`config.mk`:
```
export PLATFORM = sky130hd
export DESIGN_NAME = bgc_top
export DESIGN_NICKNAME = d
export VERILOG_FILES = /design/src/bgc_pkg.sv /design/src/bgc_qual_if.sv /design/src/bgc_qualifier.sv /design/src/bgc_divider.sv /design/src/bgc_top.sv
export SDC_FILE = /design/constraint.sdc
export NUM_CORES = 1
export LEC_CHECK = 0
export BUFFER_PORTS_ARGS = -buffer_cell sky130_fd_sc_hd__buf_2
export CORE_MARGIN = 2
export CORE_UTILIZATION = 34
export CTS_CLUSTER_DIAMETER = 100
export DETAILED_ROUTE_END_ITERATION = 12
export MAX_ROUTING_LAYER = met4
export SLEW_MARGIN = 0
export SYNTH_ARGS = -nofsm -noshare
export SYNTH_HDL_FRONTEND = slang
export SYNTH_SLANG_ARGS = --single-unit
```
`constraint.sdc`:
```
create_clock -name i_clk_sys -period 3 [get_ports i_clk_sys]
set_input_delay 0.9 -clock i_clk_sys [delete_from_list [all_inputs] [get_ports i_clk_sys]]
set_output_delay 0.9 -clock i_clk_sys [all_outputs]
set_load 0.005 [all_outputs]
```
`src/bgc_pkg.sv`:
```
// Constants and types shared by the bridge gate control logic.
package bgc_pkg;

  ////////////////////////////////////////////////////////////////////////////////
  // Clock and timing.
  localparam int unsigned CLK_HZ = 10_000_000;
  localparam int unsigned QUAL_STEP_NS = 100;
  localparam int unsigned QUAL_DEF_NS = 1600;
  localparam int unsigned QUAL_MIN_NS = 600;
  localparam int unsigned QUAL_MAX_NS = 6300;
  localparam int unsigned QUAL_STEP_CYC = (CLK_HZ / 1_000_000) * QUAL_STEP_NS / 1000;
  localparam int unsigned QUAL_DEF_CODE = QUAL_DEF_NS / QUAL_STEP_NS;
  localparam int unsigned QUAL_MIN_CODE = QUAL_MIN_NS / QUAL_STEP_NS;
  localparam int unsigned QUAL_MAX_CODE = QUAL_MAX_NS / QUAL_STEP_NS;
  localparam int unsigned QUAL_W = 6;
  localparam int unsigned CLK_DIV_RATIO = 280000;
  localparam int unsigned FAULT_INDICATOR_PIN_PERIOD_MS = 100;
  localparam int unsigned FAULT_INDICATOR_PIN_PERIOD_CYC = FAULT_INDICATOR_PIN_PERIOD_MS * (CLK_HZ / 1000);
  localparam int unsigned DUTY_OK_PCT = 80;
  localparam int unsigned DUTY_FAULT_PCT = 20;
  localparam int unsigned EN_TIMEOUT_MS = 100;
  localparam int unsigned EN_TIMEOUT_CYC = EN_TIMEOUT_MS * (CLK_HZ / 1000);

  ////////////////////////////////////////////////////////////////////////////////
  // Register map.
  localparam int unsigned AW = 8;
  localparam int unsigned DW = 32;
  localparam logic [7:0] ADDR_CTRL = 8'h00;
  localparam logic [7:0] ADDR_CFG = 8'h04;
  localparam logic [7:0] ADDR_STAT = 8'h08;
  localparam int unsigned CTRL_HI_LSB = 0;
  localparam int unsigned CTRL_LO_LSB = 4;
  localparam int unsigned CFG_DMODE_LSB = 0;
  localparam int unsigned CFG_CKS_BIT = 2;
  localparam int unsigned CFG_VDQ_BIT = 3;
  localparam int unsigned CFG_OCQ_BIT = 4;
  localparam int unsigned CFG_WDM_BIT = 5;
  localparam int unsigned CFG_QUAL_LSB = 8;
  localparam int unsigned STAT_VDS_BIT = 0;
  localparam int unsigned STAT_OC_BIT = 1;
  localparam int unsigned STAT_EN_BIT = 8;
  localparam int unsigned STAT_WDTO_BIT = 9;
  localparam logic [2:0] CTRL_RST = 3'h0;
  localparam logic [1:0] DMODE_RST = 2'h0;
  localparam logic [5:0] QUAL_RST = 6'h10;

  ////////////////////////////////////////////////////////////////////////////////
  // Indicator pin modes, in field order.
  typedef enum logic [1:0] {
    FAULT_INDICATOR_PIN_LEVEL,
    FAULT_INDICATOR_PIN_PULSE,
    FAULT_INDICATOR_PIN_LIVE,
    FAULT_INDICATOR_PIN_CLOCK
  } bgc_fault_indicator_pin_mode_t;

endpackage

```
`src/bgc_qual_if.sv`:
```
// Interface between the control core and a fault qualifier.
`timescale 1ns/1ps
interface bgc_qual_if;
  logic raw;
  logic gate_on;
  logic blank_mode;
  logic [5:0] qual_cyc;
  logic fault;
  modport ctrl (output raw, output gate_on, output blank_mode, output qual_cyc, input fault);
  modport qual (input raw, input gate_on, input blank_mode, input qual_cyc, output fault);
endinterface

```
`src/bgc_qualifier.sv`:
```
// Fault qualifier working as debounce filter or blanking window.
`timescale 1ns/1ps
module bgc_qualifier (
  input wire logic i_clk_sys,
  input wire logic i_rst_n,
  bgc_qual_if.qual q
);

  typedef struct packed {
    logic [5:0] cnt;
    logic fault;
  } bgc_qual_st_t;

  bgc_qual_st_t st_r;
  bgc_qual_st_t st_nxt;

  ////////////////////////////////////////////////////////////////////////////////
  // Debounce needs the raw level for the whole time; blanking ignores it after turn-on.
  always_comb
  begin
    st_nxt = st_r;
    if (q.blank_mode)
    begin
      if (q.gate_on)
      begin
        st_nxt.cnt = 6'h00;
        st_nxt.fault = 1'b0;
      end
      else if (st_r.cnt < q.qual_cyc)
      begin
        st_nxt.cnt = st_r.cnt + 6'h01;
        st_nxt.fault = 1'b0;
      end
      else
      begin
        st_nxt.fault = q.raw;
      end
    end
    else
    begin
      if (!q.raw)
      begin
        st_nxt.cnt = 6'h00;
      end
      else if (st_r.cnt < q.qual_cyc)
      begin
        st_nxt.cnt = st_r.cnt + 6'h01;
      end
      st_nxt.fault = q.raw && (st_nxt.cnt == q.qual_cyc);
    end
  end

  always_ff @(posedge i_clk_sys or negedge i_rst_n)
  begin
    if (!i_rst_n)
    begin
      st_r <= '0;
    end
    else
    begin
      st_r <= st_nxt;
    end
  end

  assign q.fault = st_r.fault;

endmodule

```
`src/bgc_divider.sv`:
```
// Free-running modulo counter with a wrap pulse.
`timescale 1ns/1ps
module bgc_divider #(
  parameter int unsigned DIV = 280000,
  parameter int unsigned W = $clog2(DIV)
) (
  input wire logic i_clk_sys,
  input wire logic i_rst_n,
  output logic [W-1:0] o_cnt,
  output logic o_wrap
);

  typedef struct packed {
    logic [W-1:0] cnt;
  } bgc_div_st_t;

  bgc_div_st_t st_r;
  bgc_div_st_t st_nxt;

  always_comb
  begin
    st_nxt = st_r;
    st_nxt.cnt = o_wrap ? '0 : st_r.cnt + 1'b1;
  end

  always_ff @(posedge i_clk_sys or negedge i_rst_n)
  begin
    if (!i_rst_n)
    begin
      st_r <= '0;
    end
    else
    begin
      st_r <= st_nxt;
    end
  end

  assign o_wrap = (st_r.cnt == W'(DIV - 1));
  assign o_cnt = st_r.cnt;

endmodule

```
`src/bgc_top.sv`:
```
// Bridge gate control core: phase decode, enable, fault qualification, indicator pins.
//
// Functional notes
// - Each internal phase request is pin OR register bit, per side.
// - Lone high request sources the phase, lone low request sinks it.
// - Both requests zero or both one keep both gates low.
// - Disabled gate drive holds every gate output low.
// - Every phase decodes on its own, never touched by the others.
// - Indicator mode one gives a pulse train with a 100 ms period.
// - Pulse train is high 80 percent without fault, 20 percent with.
// - Indicator mode three outputs the system clock divided by 280000.
// - Serial output clock select drives the divided clock while deselected.
// - Drain fault qualifier is debounce at mode 0, blanking at 1; time programmable.
// - Overcurrent qualify mode one selects blanking instead of debounce.
// - Direct mode disables on low enable; watchdog mode on enable timeout.
//
// The implementer's own choices: the register addresses and the strobed register port.
`timescale 1ns/1ps
module bgc_top #(
  parameter int unsigned CLK_DIV_RATIO = bgc_pkg::CLK_DIV_RATIO,
  parameter int unsigned FAULT_INDICATOR_PIN_PERIOD_CYC = bgc_pkg::FAULT_INDICATOR_PIN_PERIOD_CYC,
  parameter int unsigned EN_TIMEOUT_CYC = bgc_pkg::EN_TIMEOUT_CYC
) (
  input wire logic i_clk_sys,
  input wire logic i_rst_n,
  input wire logic i_phase_a_high_pin,
  input wire logic i_phase_a_low_pin,
  input wire logic i_phase_b_high_pin,
  input wire logic i_phase_b_low_pin,
  input wire logic i_phase_c_high_pin,
  input wire logic i_phase_c_low_pin,
  input wire logic i_enable_pin,
  input wire logic i_drain_fault_raw,
  input wire logic i_overcurrent_raw,
  input wire logic i_serial_select_n,
  input wire logic i_serial_tx_bit,
  input wire logic [7:0] i_reg_addr,
  input wire logic [31:0] i_reg_wdata,
  input wire logic i_reg_wr,
  input wire logic i_reg_rd,
  output logic [31:0] o_reg_rdata,
  output logic [2:0] o_upper_gate_out,
  output logic [2:0] o_lower_gate_out,
  output logic o_fault_indicator_pin,
  output logic o_serial_data_out,
  output logic o_serial_data_out_oe_n
);

  localparam int unsigned NS = 10;
  localparam int unsigned TW = $clog2(EN_TIMEOUT_CYC + 1);
  localparam int unsigned PW = $clog2(FAULT_INDICATOR_PIN_PERIOD_CYC);
  localparam int unsigned CW = $clog2(CLK_DIV_RATIO);
  localparam int unsigned HIGH_OK = FAULT_INDICATOR_PIN_PERIOD_CYC / 100 * bgc_pkg::DUTY_OK_PCT;
  localparam int unsigned HIGH_FLT = FAULT_INDICATOR_PIN_PERIOD_CYC / 100 * bgc_pkg::DUTY_FAULT_PCT;
  localparam int unsigned CLK_HALF = CLK_DIV_RATIO / 2;
  localparam logic [NS-1:0] SYNC_RST = 10'h200;

  typedef struct packed {
    logic [NS-1:0] s1;
    logic [NS-1:0] s2;
    logic en_d;
    logic [TW-1:0] wd_cnt;
    logic wd_to;
    logic [2:0] ctrl_hi;
    logic [2:0] ctrl_lo;
    bgc_pkg::bgc_fault_indicator_pin_mode_t dmode;
    logic serial_out_clock_select;
    logic drain_fault_qualify_mode;
    logic overcurrent_qualify_mode;
    logic wdm;
    logic [5:0] qcode;
    logic [1:0] flt;
    logic [2:0] up;
    logic [2:0] dn;
    logic fault_indicator_pin;
    logic sdo;
    logic sdo_oe_n;
    logic [31:0] rdata;
  } bgc_top_st_t;

  bgc_top_st_t st_r;
  bgc_top_st_t st_nxt;

  logic [2:0] pin_hi;
  logic [2:0] pin_lo;
  logic [2:0] hi_req;
  logic [2:0] lo_req;
  logic [2:0] up_nxt;
  logic [2:0] dn_nxt;
  logic en_s;
  logic sel_n_s;
  logic drive_en;
  logic gate_on;
  logic any_fault;
  logic [5:0] qual_cyc;
  logic [PW-1:0] pcnt;
  logic [CW-1:0] ccnt;
  logic div_clk;

  bgc_qual_if vds_q ();
  bgc_qual_if oc_q ();

  ////////////////////////////////////////////////////////////////////////////////
  // Synchronised pins; only the second stage is read.
  assign pin_hi = {st_r.s2[4], st_r.s2[2], st_r.s2[0]};
  assign pin_lo = {st_r.s2[5], st_r.s2[3], st_r.s2[1]};
  assign en_s = st_r.s2[6];
  assign sel_n_s = st_r.s2[9];
  assign drive_en = st_r.wdm ? !st_r.wd_to : en_s;

  ////////////////////////////////////////////////////////////////////////////////
  // Phase decode.
  for (genvar p = 0; p < 3; p++)
  begin : g_phase
    assign hi_req[p] = pin_hi[p] | st_r.ctrl_hi[p];
    assign lo_req[p] = pin_lo[p] | st_r.ctrl_lo[p];
    assign up_nxt[p] = drive_en & hi_req[p] & !lo_req[p];
    assign dn_nxt[p] = drive_en & lo_req[p] & !hi_req[p];
  end

  assign gate_on = |({up_nxt, dn_nxt} & ~{st_r.up, st_r.dn});

  ////////////////////////////////////////////////////////////////////////////////
  // Fault qualifiers and counters.
  assign qual_cyc = (st_r.qcode < 6'(bgc_pkg::QUAL_MIN_CODE)) ?
                    6'(bgc_pkg::QUAL_MIN_CODE * bgc_pkg::QUAL_STEP_CYC) :
                    6'(st_r.qcode * bgc_pkg::QUAL_STEP_CYC);

  assign vds_q.raw = st_r.s2[7];
  assign vds_q.gate_on = gate_on;
  assign vds_q.blank_mode = st_r.drain_fault_qualify_mode;
  assign vds_q.qual_cyc = qual_cyc;
  assign oc_q.raw = st_r.s2[8];
  assign oc_q.gate_on = gate_on;
  assign oc_q.blank_mode = st_r.overcurrent_qualify_mode;
  assign oc_q.qual_cyc = qual_cyc;

  bgc_qualifier u_vds_qual (
    .i_clk_sys(i_clk_sys),
    .i_rst_n(i_rst_n),
    .q(vds_q.qual)
  );

  bgc_qualifier u_oc_qual (
    .i_clk_sys(i_clk_sys),
    .i_rst_n(i_rst_n),
    .q(oc_q.qual)
  );

  // Both counters are cleared by the device reset.
  bgc_divider #(.DIV(FAULT_INDICATOR_PIN_PERIOD_CYC), .W(PW)) u_pulse_div (
    .i_clk_sys(i_clk_sys),
    .i_rst_n(i_rst_n),
    .o_cnt(pcnt),
    .o_wrap()
  );

  bgc_divider #(.DIV(CLK_DIV_RATIO), .W(CW)) u_clk_div (
    .i_clk_sys(i_clk_sys),
    .i_rst_n(i_rst_n),
    .o_cnt(ccnt),
    .o_wrap()
  );

  assign div_clk = (ccnt < CW'(CLK_HALF));
  assign any_fault = (|st_r.flt) | vds_q.fault | oc_q.fault;

  ////////////////////////////////////////////////////////////////////////////////
  // Next state.
  always_comb
  begin
    st_nxt = st_r;
    st_nxt.s1 = {i_serial_select_n, i_overcurrent_raw, i_drain_fault_raw, i_enable_pin,
                 i_phase_c_low_pin, i_phase_c_high_pin, i_phase_b_low_pin,
                 i_phase_b_high_pin, i_phase_a_low_pin, i_phase_a_high_pin};
    st_nxt.s2 = st_r.s1;
    st_nxt.en_d = en_s;
    // A watchdog timeout is left again at the next enable edge.
    if (en_s != st_r.en_d)
    begin
      st_nxt.wd_cnt = '0;
      st_nxt.wd_to = 1'b0;
    end
    else if (st_r.wd_cnt < TW'(EN_TIMEOUT_CYC - 1))
    begin
      st_nxt.wd_cnt = st_r.wd_cnt + 1'b1;
    end
    else
    begin
      st_nxt.wd_to = 1'b1;
    end
    st_nxt.up = up_nxt;
    st_nxt.dn = dn_nxt;
    st_nxt.rdata = 32'h0;
    if (i_reg_wr && i_reg_addr == bgc_pkg::ADDR_CTRL)
    begin
      st_nxt.ctrl_hi = i_reg_wdata[bgc_pkg::CTRL_HI_LSB +: 3];
      st_nxt.ctrl_lo = i_reg_wdata[bgc_pkg::CTRL_LO_LSB +: 3];
    end
    if (i_reg_wr && i_reg_addr == bgc_pkg::ADDR_CFG)
    begin
      st_nxt.dmode = bgc_pkg::bgc_fault_indicator_pin_mode_t'(i_reg_wdata[bgc_pkg::CFG_DMODE_LSB +: 2]);
      st_nxt.serial_out_clock_select = i_reg_wdata[bgc_pkg::CFG_CKS_BIT];
      st_nxt.drain_fault_qualify_mode = i_reg_wdata[bgc_pkg::CFG_VDQ_BIT];
      st_nxt.overcurrent_qualify_mode = i_reg_wdata[bgc_pkg::CFG_OCQ_BIT];
      st_nxt.wdm = i_reg_wdata[bgc_pkg::CFG_WDM_BIT];
      st_nxt.qcode = i_reg_wdata[bgc_pkg::CFG_QUAL_LSB +: 6];
    end
    // A fault arriving with its clear stays set.
    if (i_reg_wr && i_reg_addr == bgc_pkg::ADDR_STAT)
    begin
      st_nxt.flt[0] = st_r.flt[0] & !i_reg_wdata[bgc_pkg::STAT_VDS_BIT];
      st_nxt.flt[1] = st_r.flt[1] & !i_reg_wdata[bgc_pkg::STAT_OC_BIT];
    end
    st_nxt.flt = st_nxt.flt | {oc_q.fault, vds_q.fault};
    if (i_reg_rd)
    begin
      case (i_reg_addr)
        bgc_pkg::ADDR_CTRL:
        begin
          st_nxt.rdata[bgc_pkg::CTRL_HI_LSB +: 3] = st_r.ctrl_hi;
          st_nxt.rdata[bgc_pkg::CTRL_LO_LSB +: 3] = st_r.ctrl_lo;
        end
        bgc_pkg::ADDR_CFG:
        begin
          st_nxt.rdata[bgc_pkg::CFG_DMODE_LSB +: 2] = st_r.dmode;
          st_nxt.rdata[bgc_pkg::CFG_CKS_BIT] = st_r.serial_out_clock_select;
          st_nxt.rdata[bgc_pkg::CFG_VDQ_BIT] = st_r.drain_fault_qualify_mode;
          st_nxt.rdata[bgc_pkg::CFG_OCQ_BIT] = st_r.overcurrent_qualify_mode;
          st_nxt.rdata[bgc_pkg::CFG_WDM_BIT] = st_r.wdm;
          st_nxt.rdata[bgc_pkg::CFG_QUAL_LSB +: 6] = st_r.qcode;
        end
        bgc_pkg::ADDR_STAT:
        begin
          st_nxt.rdata[bgc_pkg::STAT_VDS_BIT] = st_r.flt[0];
          st_nxt.rdata[bgc_pkg::STAT_OC_BIT] = st_r.flt[1];
          st_nxt.rdata[bgc_pkg::STAT_EN_BIT] = drive_en;
          st_nxt.rdata[bgc_pkg::STAT_WDTO_BIT] = st_r.wd_to;
        end
        default:
        begin
          st_nxt.rdata = 32'h0;
        end
      endcase
    end
    case (st_r.dmode)
      bgc_pkg::FAULT_INDICATOR_PIN_LEVEL: st_nxt.fault_indicator_pin = !(|st_r.flt);
      bgc_pkg::FAULT_INDICATOR_PIN_PULSE: st_nxt.fault_indicator_pin = any_fault ? (pcnt < PW'(HIGH_FLT)) :
                                                     (pcnt < PW'(HIGH_OK));
      bgc_pkg::FAULT_INDICATOR_PIN_LIVE: st_nxt.fault_indicator_pin = !(vds_q.fault | oc_q.fault);
      bgc_pkg::FAULT_INDICATOR_PIN_CLOCK: st_nxt.fault_indicator_pin = div_clk;
      default: st_nxt.fault_indicator_pin = 1'b1;
    endcase
    if (!sel_n_s)
    begin
      st_nxt.sdo = i_serial_tx_bit;
      st_nxt.sdo_oe_n = 1'b0;
    end
    else if (st_r.serial_out_clock_select)
    begin
      st_nxt.sdo = div_clk;
      st_nxt.sdo_oe_n = 1'b0;
    end
    else
    begin
      st_nxt.sdo = 1'b0;
      st_nxt.sdo_oe_n = 1'b1;
    end
  end

  always_ff @(posedge i_clk_sys or negedge i_rst_n)
  begin
    if (!i_rst_n)
    begin
      st_r <= '0;
      st_r.s1 <= SYNC_RST;
      st_r.s2 <= SYNC_RST;
      st_r.dmode <= bgc_pkg::bgc_fault_indicator_pin_mode_t'(bgc_pkg::DMODE_RST);
      st_r.qcode <= bgc_pkg::QUAL_RST;
      st_r.ctrl_hi <= bgc_pkg::CTRL_RST;
      st_r.ctrl_lo <= bgc_pkg::CTRL_RST;
      st_r.fault_indicator_pin <= 1'b1;
      st_r.sdo_oe_n <= 1'b1;
    end
    else
    begin
      st_r <= st_nxt;
    end
  end

  assign o_upper_gate_out = st_r.up;
  assign o_lower_gate_out = st_r.dn;
  assign o_fault_indicator_pin = st_r.fault_indicator_pin;
  assign o_serial_data_out = st_r.sdo;
  assign o_serial_data_out_oe_n = st_r.sdo_oe_n;
  assign o_reg_rdata = st_r.rdata;
endmodule

```
Word-level counts from Yosys, hierarchy flattened
Cells that the tools add are included.

word-level totals
  flip-flop bits (word level) = 156
  bits of input ports = 55
  output and inout port bits = 41
  word-level logic and storage cells = 128

operators by class
  add/subtract/negate cells = 5
  order comparisons = 7
  equal/unequal tests = 11
  muxes and demuxes = 32
  bitwise operators = 26
  reduce and logical (&&, ||, !) cells = 21

operators with widths
  operator                                                                 count
  6-bit 2-to-1 mux                                                         7
  20-bit by 1-bit adder with 20-bit output (second input constant)         2
  20-bit < comparator (second input constant)                              2
  20-bit 2-to-1 mux                                                        2
  7-bit 2-to-1 mux                                                         4
  21-bit 2-to-1 mux                                                        1
  20-bit == test (second input constant)                                   1
  20-bit by 18-bit < comparator with 1-bit output (second input constant)  1
  19-bit by 1-bit adder with 19-bit output (second input constant)         1
  19-bit == test (second input constant)                                   1
  19-bit by 18-bit < comparator with 1-bit output (second input constant)  1
  19-bit 2-to-1 mux                                                        1
  1-bit AND                                                                14
  14-bit 2-to-1 mux                                                        1
  6-bit by 1-bit adder with 6-bit output (second input constant)           2
  6-bit == test                                                            2
  6-bit < comparator                                                       2
  1-bit logical NOT                                                        11
  1-bit bitwise OR                                                         9
  8-bit by 3-bit == test with 1-bit output (second input constant)         1
  8-bit by 4-bit == test with 1-bit output (second input constant)         1
  8-bit logical NOT                                                        1
  2-bit case mux with 2 select lines                                       2
  1-bit 2-to-1 mux                                                         7
  other kinds (18)                                                         25

Longest topological paths before layout
  depth after elaboration = 9
  depth in mapped cells = 12
  depth with buffers taken out = 11

By module
A second synthesis with hierarchy kept.

unflattened totals
  cell total of the unflattened synthesis = 686
  area, all modules = 7289.5 um^2

modules (own cells, without submodules)
  module                      times used  cells an instance  area an instance (um^2)  seq. area each (um^2)
  bgc_top                     1           356                3898.7                   2108.3
  bgc_qualifier               2           76                 711.9                    175.2
  bgc_divider at u_pulse_div  1           97                 1046.0                   500.5
  bgc_divider at u_clk_div    1           81                 920.9                    475.5

Worst setup path before layout
No wires, ideal clock.

  path kind = flip-flop to flip-flop
  start point = register st_r[47] (netlist name)
  end point = register u_vds_qual.st_r (netlist bit u_vds_qual.q.fault)
  setup time = 0.104 ns
  data arrival time = 2.767 ns
  data required time = 2.896 ns
  setup slack = 0.130 ns
  cell stages (with the launch flop) = 13
  buffers on the path = 2
  period minus slack after synthesis = 2.870 ns
  cells stage by stage = dfstp_2 buf_6 nor3_1 nor2_1 ha_1 and2_1 o41ai_1 and2_1 clkbuf_1 nand4_1 xor2_1 xnor2_1 o41ai_2

RTL lines
  item                      RTL line             source
  start: declaration        bgc_top.sv:81        bgc_top_st_t st_r;
  start signal: assignment  bgc_top.sv:287       st_r <= st_nxt;
  end signal: assignment    bgc_qualifier.sv:61  st_r <= st_nxt;
  end: declaration          bgc_qualifier.sv:14  bgc_qual_st_t st_r;

==> results_dict.tcl <==
set metrics [dict create \
    start_kind "flop" \
    antenna_found_initial 1 \
    synth.largest_area_cell "dfrtp_1" \
    powerDensity_nw_per_um2 639 \
    worst_pin_slew_ns 0.719 \
    nets 758 \
    cp_top_family "compound AO/OA/AOI/OAI gates" \
    finalHoldViolCount 0 \
    worstPathRequired_ns 3.31 \
    fin_tns_setup_ns 0 \
    crit_buf_inv 2 \
    cp_max_fo 5 \
    wirelength_mm 13.7 \
    synth_area_leaders "dfrtp_1 50%, xor2_1 5.1%, nor2_1 4.7%" \
    grt_max_degree 58 \
    fin_ws_ns 0.122 \
    worst-r2r-cell-count 11 \
    crit_slowest_cell "dfstp_2" \
    synth_edf_count 0 \
    path_depth 11 \
    grt_pass1_vias 4409 \
    portBuffers 57 \
    ctsHoldBuffers 0 \
    rsz0062_at_grt "true" \
    cts_buffers 17 \
    total_power_mw 5.00 \
    fin_crit_sh_pct 95.9 \
    clock_path_buffers 2 \
    postPlaceCellArea_sq_um 7080 \
    post-route-min-period_ns 2.88 \
    p_leak_nw 3.69 \
    first_pass_iters 4 \
    slowest_delay_ns 0.59 \
    routabilityCongestion 0.876 \
    ir_drop_mv 0.391 \
    hp-class "reg2reg" \
    max_freq_mhz 347 \
    num_rows 50 \
    synth.distinct_cells 58 \
    fp.dieArea_sq_um 20400 \
    clock_latency_ns 0.42 \
    die_h_um 143 \
    ios 96 \
    cts.sinks 137 \
    cp_cell_sequence "inv_1 -> ha_1 -> a21oi_1 -> nor2b_1 -> o41ai_2 -> buf_4 -> nand3_1 -> xor2_2 -> xnor2_1 -> o2bb2a_2 -> o41ai_2" \
    cp_data_arrival_time_ns 3.19 \
    synthFlopType "dfrtp_1" \
    syn_area_sq_um 6560 \
    critical_path_class "reg2reg" \
    vias_per_cell 4.74 \
    drc_errors 0 \
    area_delta_synth_final_pct 19.3 \
    drive_gt1_share_pct 21.1 \
    final_antenna_net_count 0 \
    hold_depth 0 \
    die_x_um 143 \
    drt_iter0_markers 290 \
    clock_skew_ns 0.00892 \
    gr-total-overflow 0 \
    hpwl_mm 9.49 \
    grt_pass1_wl_mm 22.2 \
    fillers 1814 \
    yosys_warnings 0 \
    yosysSeqAreaShare_pct 52.3 \
    track_usage_pct 14.5 \
    cp-end-kind "flop" \
    via_count 4557 \
    syn_inst 622 \
    cap_violations 0 \
    place_ws_ns 0.0522 \
    setup_viol_count_final 0 \
    async_flop_share_pct 100 \
    slew_viol_final 0 \
    cts_tree "yes" \
    hold_ws_ns 0.346 \
    syn_area_per_cell_sq_um 10.6 \
    final_area_sq_um 7830 \
    synth.top_cell.area_share_pct 50.3 \
    cp_common_cell "o41ai_2" \
    root_buffer "clkbuf_16" \
    ys_seq_elements 137 \
    drt-wirelength-per-cell_um 14.3 \
    clkTransAtPathRegs_ns 0.06 \
    start_util_pct 34.9 \
    core_area_sq_um 18800 \
    cts_max_level 4 \
    max-slew-margin-rel_pct 51.9 \
    status "complete, no violations" \
]
-- area by class of cell --
type                       count  area [sq um]  area share [%]
antenna                        1          2.50          0.0320
clock buffer                  20           447            5.71
clock inverter                12           245            3.13
inverter                      13          48.8           0.623
multi-input combinational    441          2860            36.6
sequential                   137          3430            43.9
tap                          260           325            4.16
timing repair buffer          78           462            5.90
-- Yosys cell counts, drive strengths merged (12+ instances only) --
| master | n |
|---|---|
| a21oi | 20 |
| and2 | 12 |
| and3 | 12 |
| buf | 40 |
| dfrtp | 132 |
| ha | 15 |
| inv | 13 |
| mux2 | 18 |
| nand2 | 40 |
| nand3 | 39 |
| nand4 | 14 |
| nor2 | 83 |
| nor3 | 13 |
| xnor2 | 33 |
| xor2 | 38 |
-- cell families after synthesis --
family / after synthesis / share of synthesized area (%)
buffers and inverters: 62 / 5.83
and+or+nand+nor: 249 / 18.7
other: 1 / 0.0571
adders and majority gates: 15 / 2.86
AOI/OAI and AO/OA: 63 / 6.58
xor gates and xnor gates: 72 / 9.84
DFF: 137 / 52.3
muxes: 23 / 3.85
-- where the power goes --
part	total [mW]	internal, mW	switching, mW
logic	0.518	0.245	0.273
registers	2.03	1.94	0.0901
clock network	2.45	1.66	0.786
-- routing by layer --
metal / part of all wire, % / track usage [%] / vias up
li1: - / - / 2232
met3: 3.4 / 3.86 / 10
met1: 48 / 19.0 / 2230
met4: 0.71 / 4.27 / 0
met2: 48 / 22.3 / 85
met5: 0 / - / -
-- worst register-to-register path, stage by stage (launching register included) --
cell      delay (ns)
dfstp_2         0.59
inv_1           0.10
ha_1            0.31
a21oi_1         0.14
nor2b_1         0.06
o41ai_2         0.26
buf_4           0.17
nand3_1         0.13
xor2_2          0.23
xnor2_1         0.13
o2bb2a_2        0.28
o41ai_2         0.36
-- path summary, 6_finish.rpt --
kind	slack, ns	startpoint	to
setup / recovery	0.12	st_r[47]	u_vds_qual.q.fault
setup reg to reg	0.12	st_r[47]	u_vds_qual.q.fault
min in group asynchronous	0.44	i_rst_n	o_serial_data_out
hold / removal	0.35	st_nxt[83]	pin_hi[0]
hold reg to reg	0.35	st_nxt[83]	pin_hi[0]
max in group asynchronous	1.79	i_rst_n	st_r[47]
-- per-stage QoR --
stage / utilization, % / instances
2_1_floorplan: - / 640
3_3_place_gp: 37.6 / 928
3_5_place_dp: 37.6 / 928
4_1_cts: 41.3 / 960
5_1_grt: 41.6 / 962
6_report: 41.6 / 962
-- registers in the layout, summed over array words and instances (netlist names), 3 cells and up --
register / cells
pin_lo: 3
pin_hi: 3
o_upper_gate_out: 3
o_reg_rdata: 13
st_nxt: 10
u_oc_qual.st_r: 6
u_clk_div.o_cnt: 19
u_pulse_div.o_cnt: 20
u_vds_qual.st_r: 6
o_lower_gate_out: 3
st_r: 41
-- placed cells by master, fill, tap and decap left out, types with 17 or more instances in the layout --
cell	instances
a21oi_1	19
buf_2	56
buf_4	20
clkbuf_16	17
conb_1	19
dfrtp_1	132
mux2_2	18
nand2_1	38
nand3_1	39
nor2_1	82
xnor2_1	33
xor2_1	37
-- what timing repair did --
action | CTS | global route
gates resized for setup | 0 | 9
setup endpoints to repair | 0 | 2
setup buffers | 0 | 1
hold endpoints to repair | 0 | 0
No activity file was read; power rests on OpenSTA's default activity.
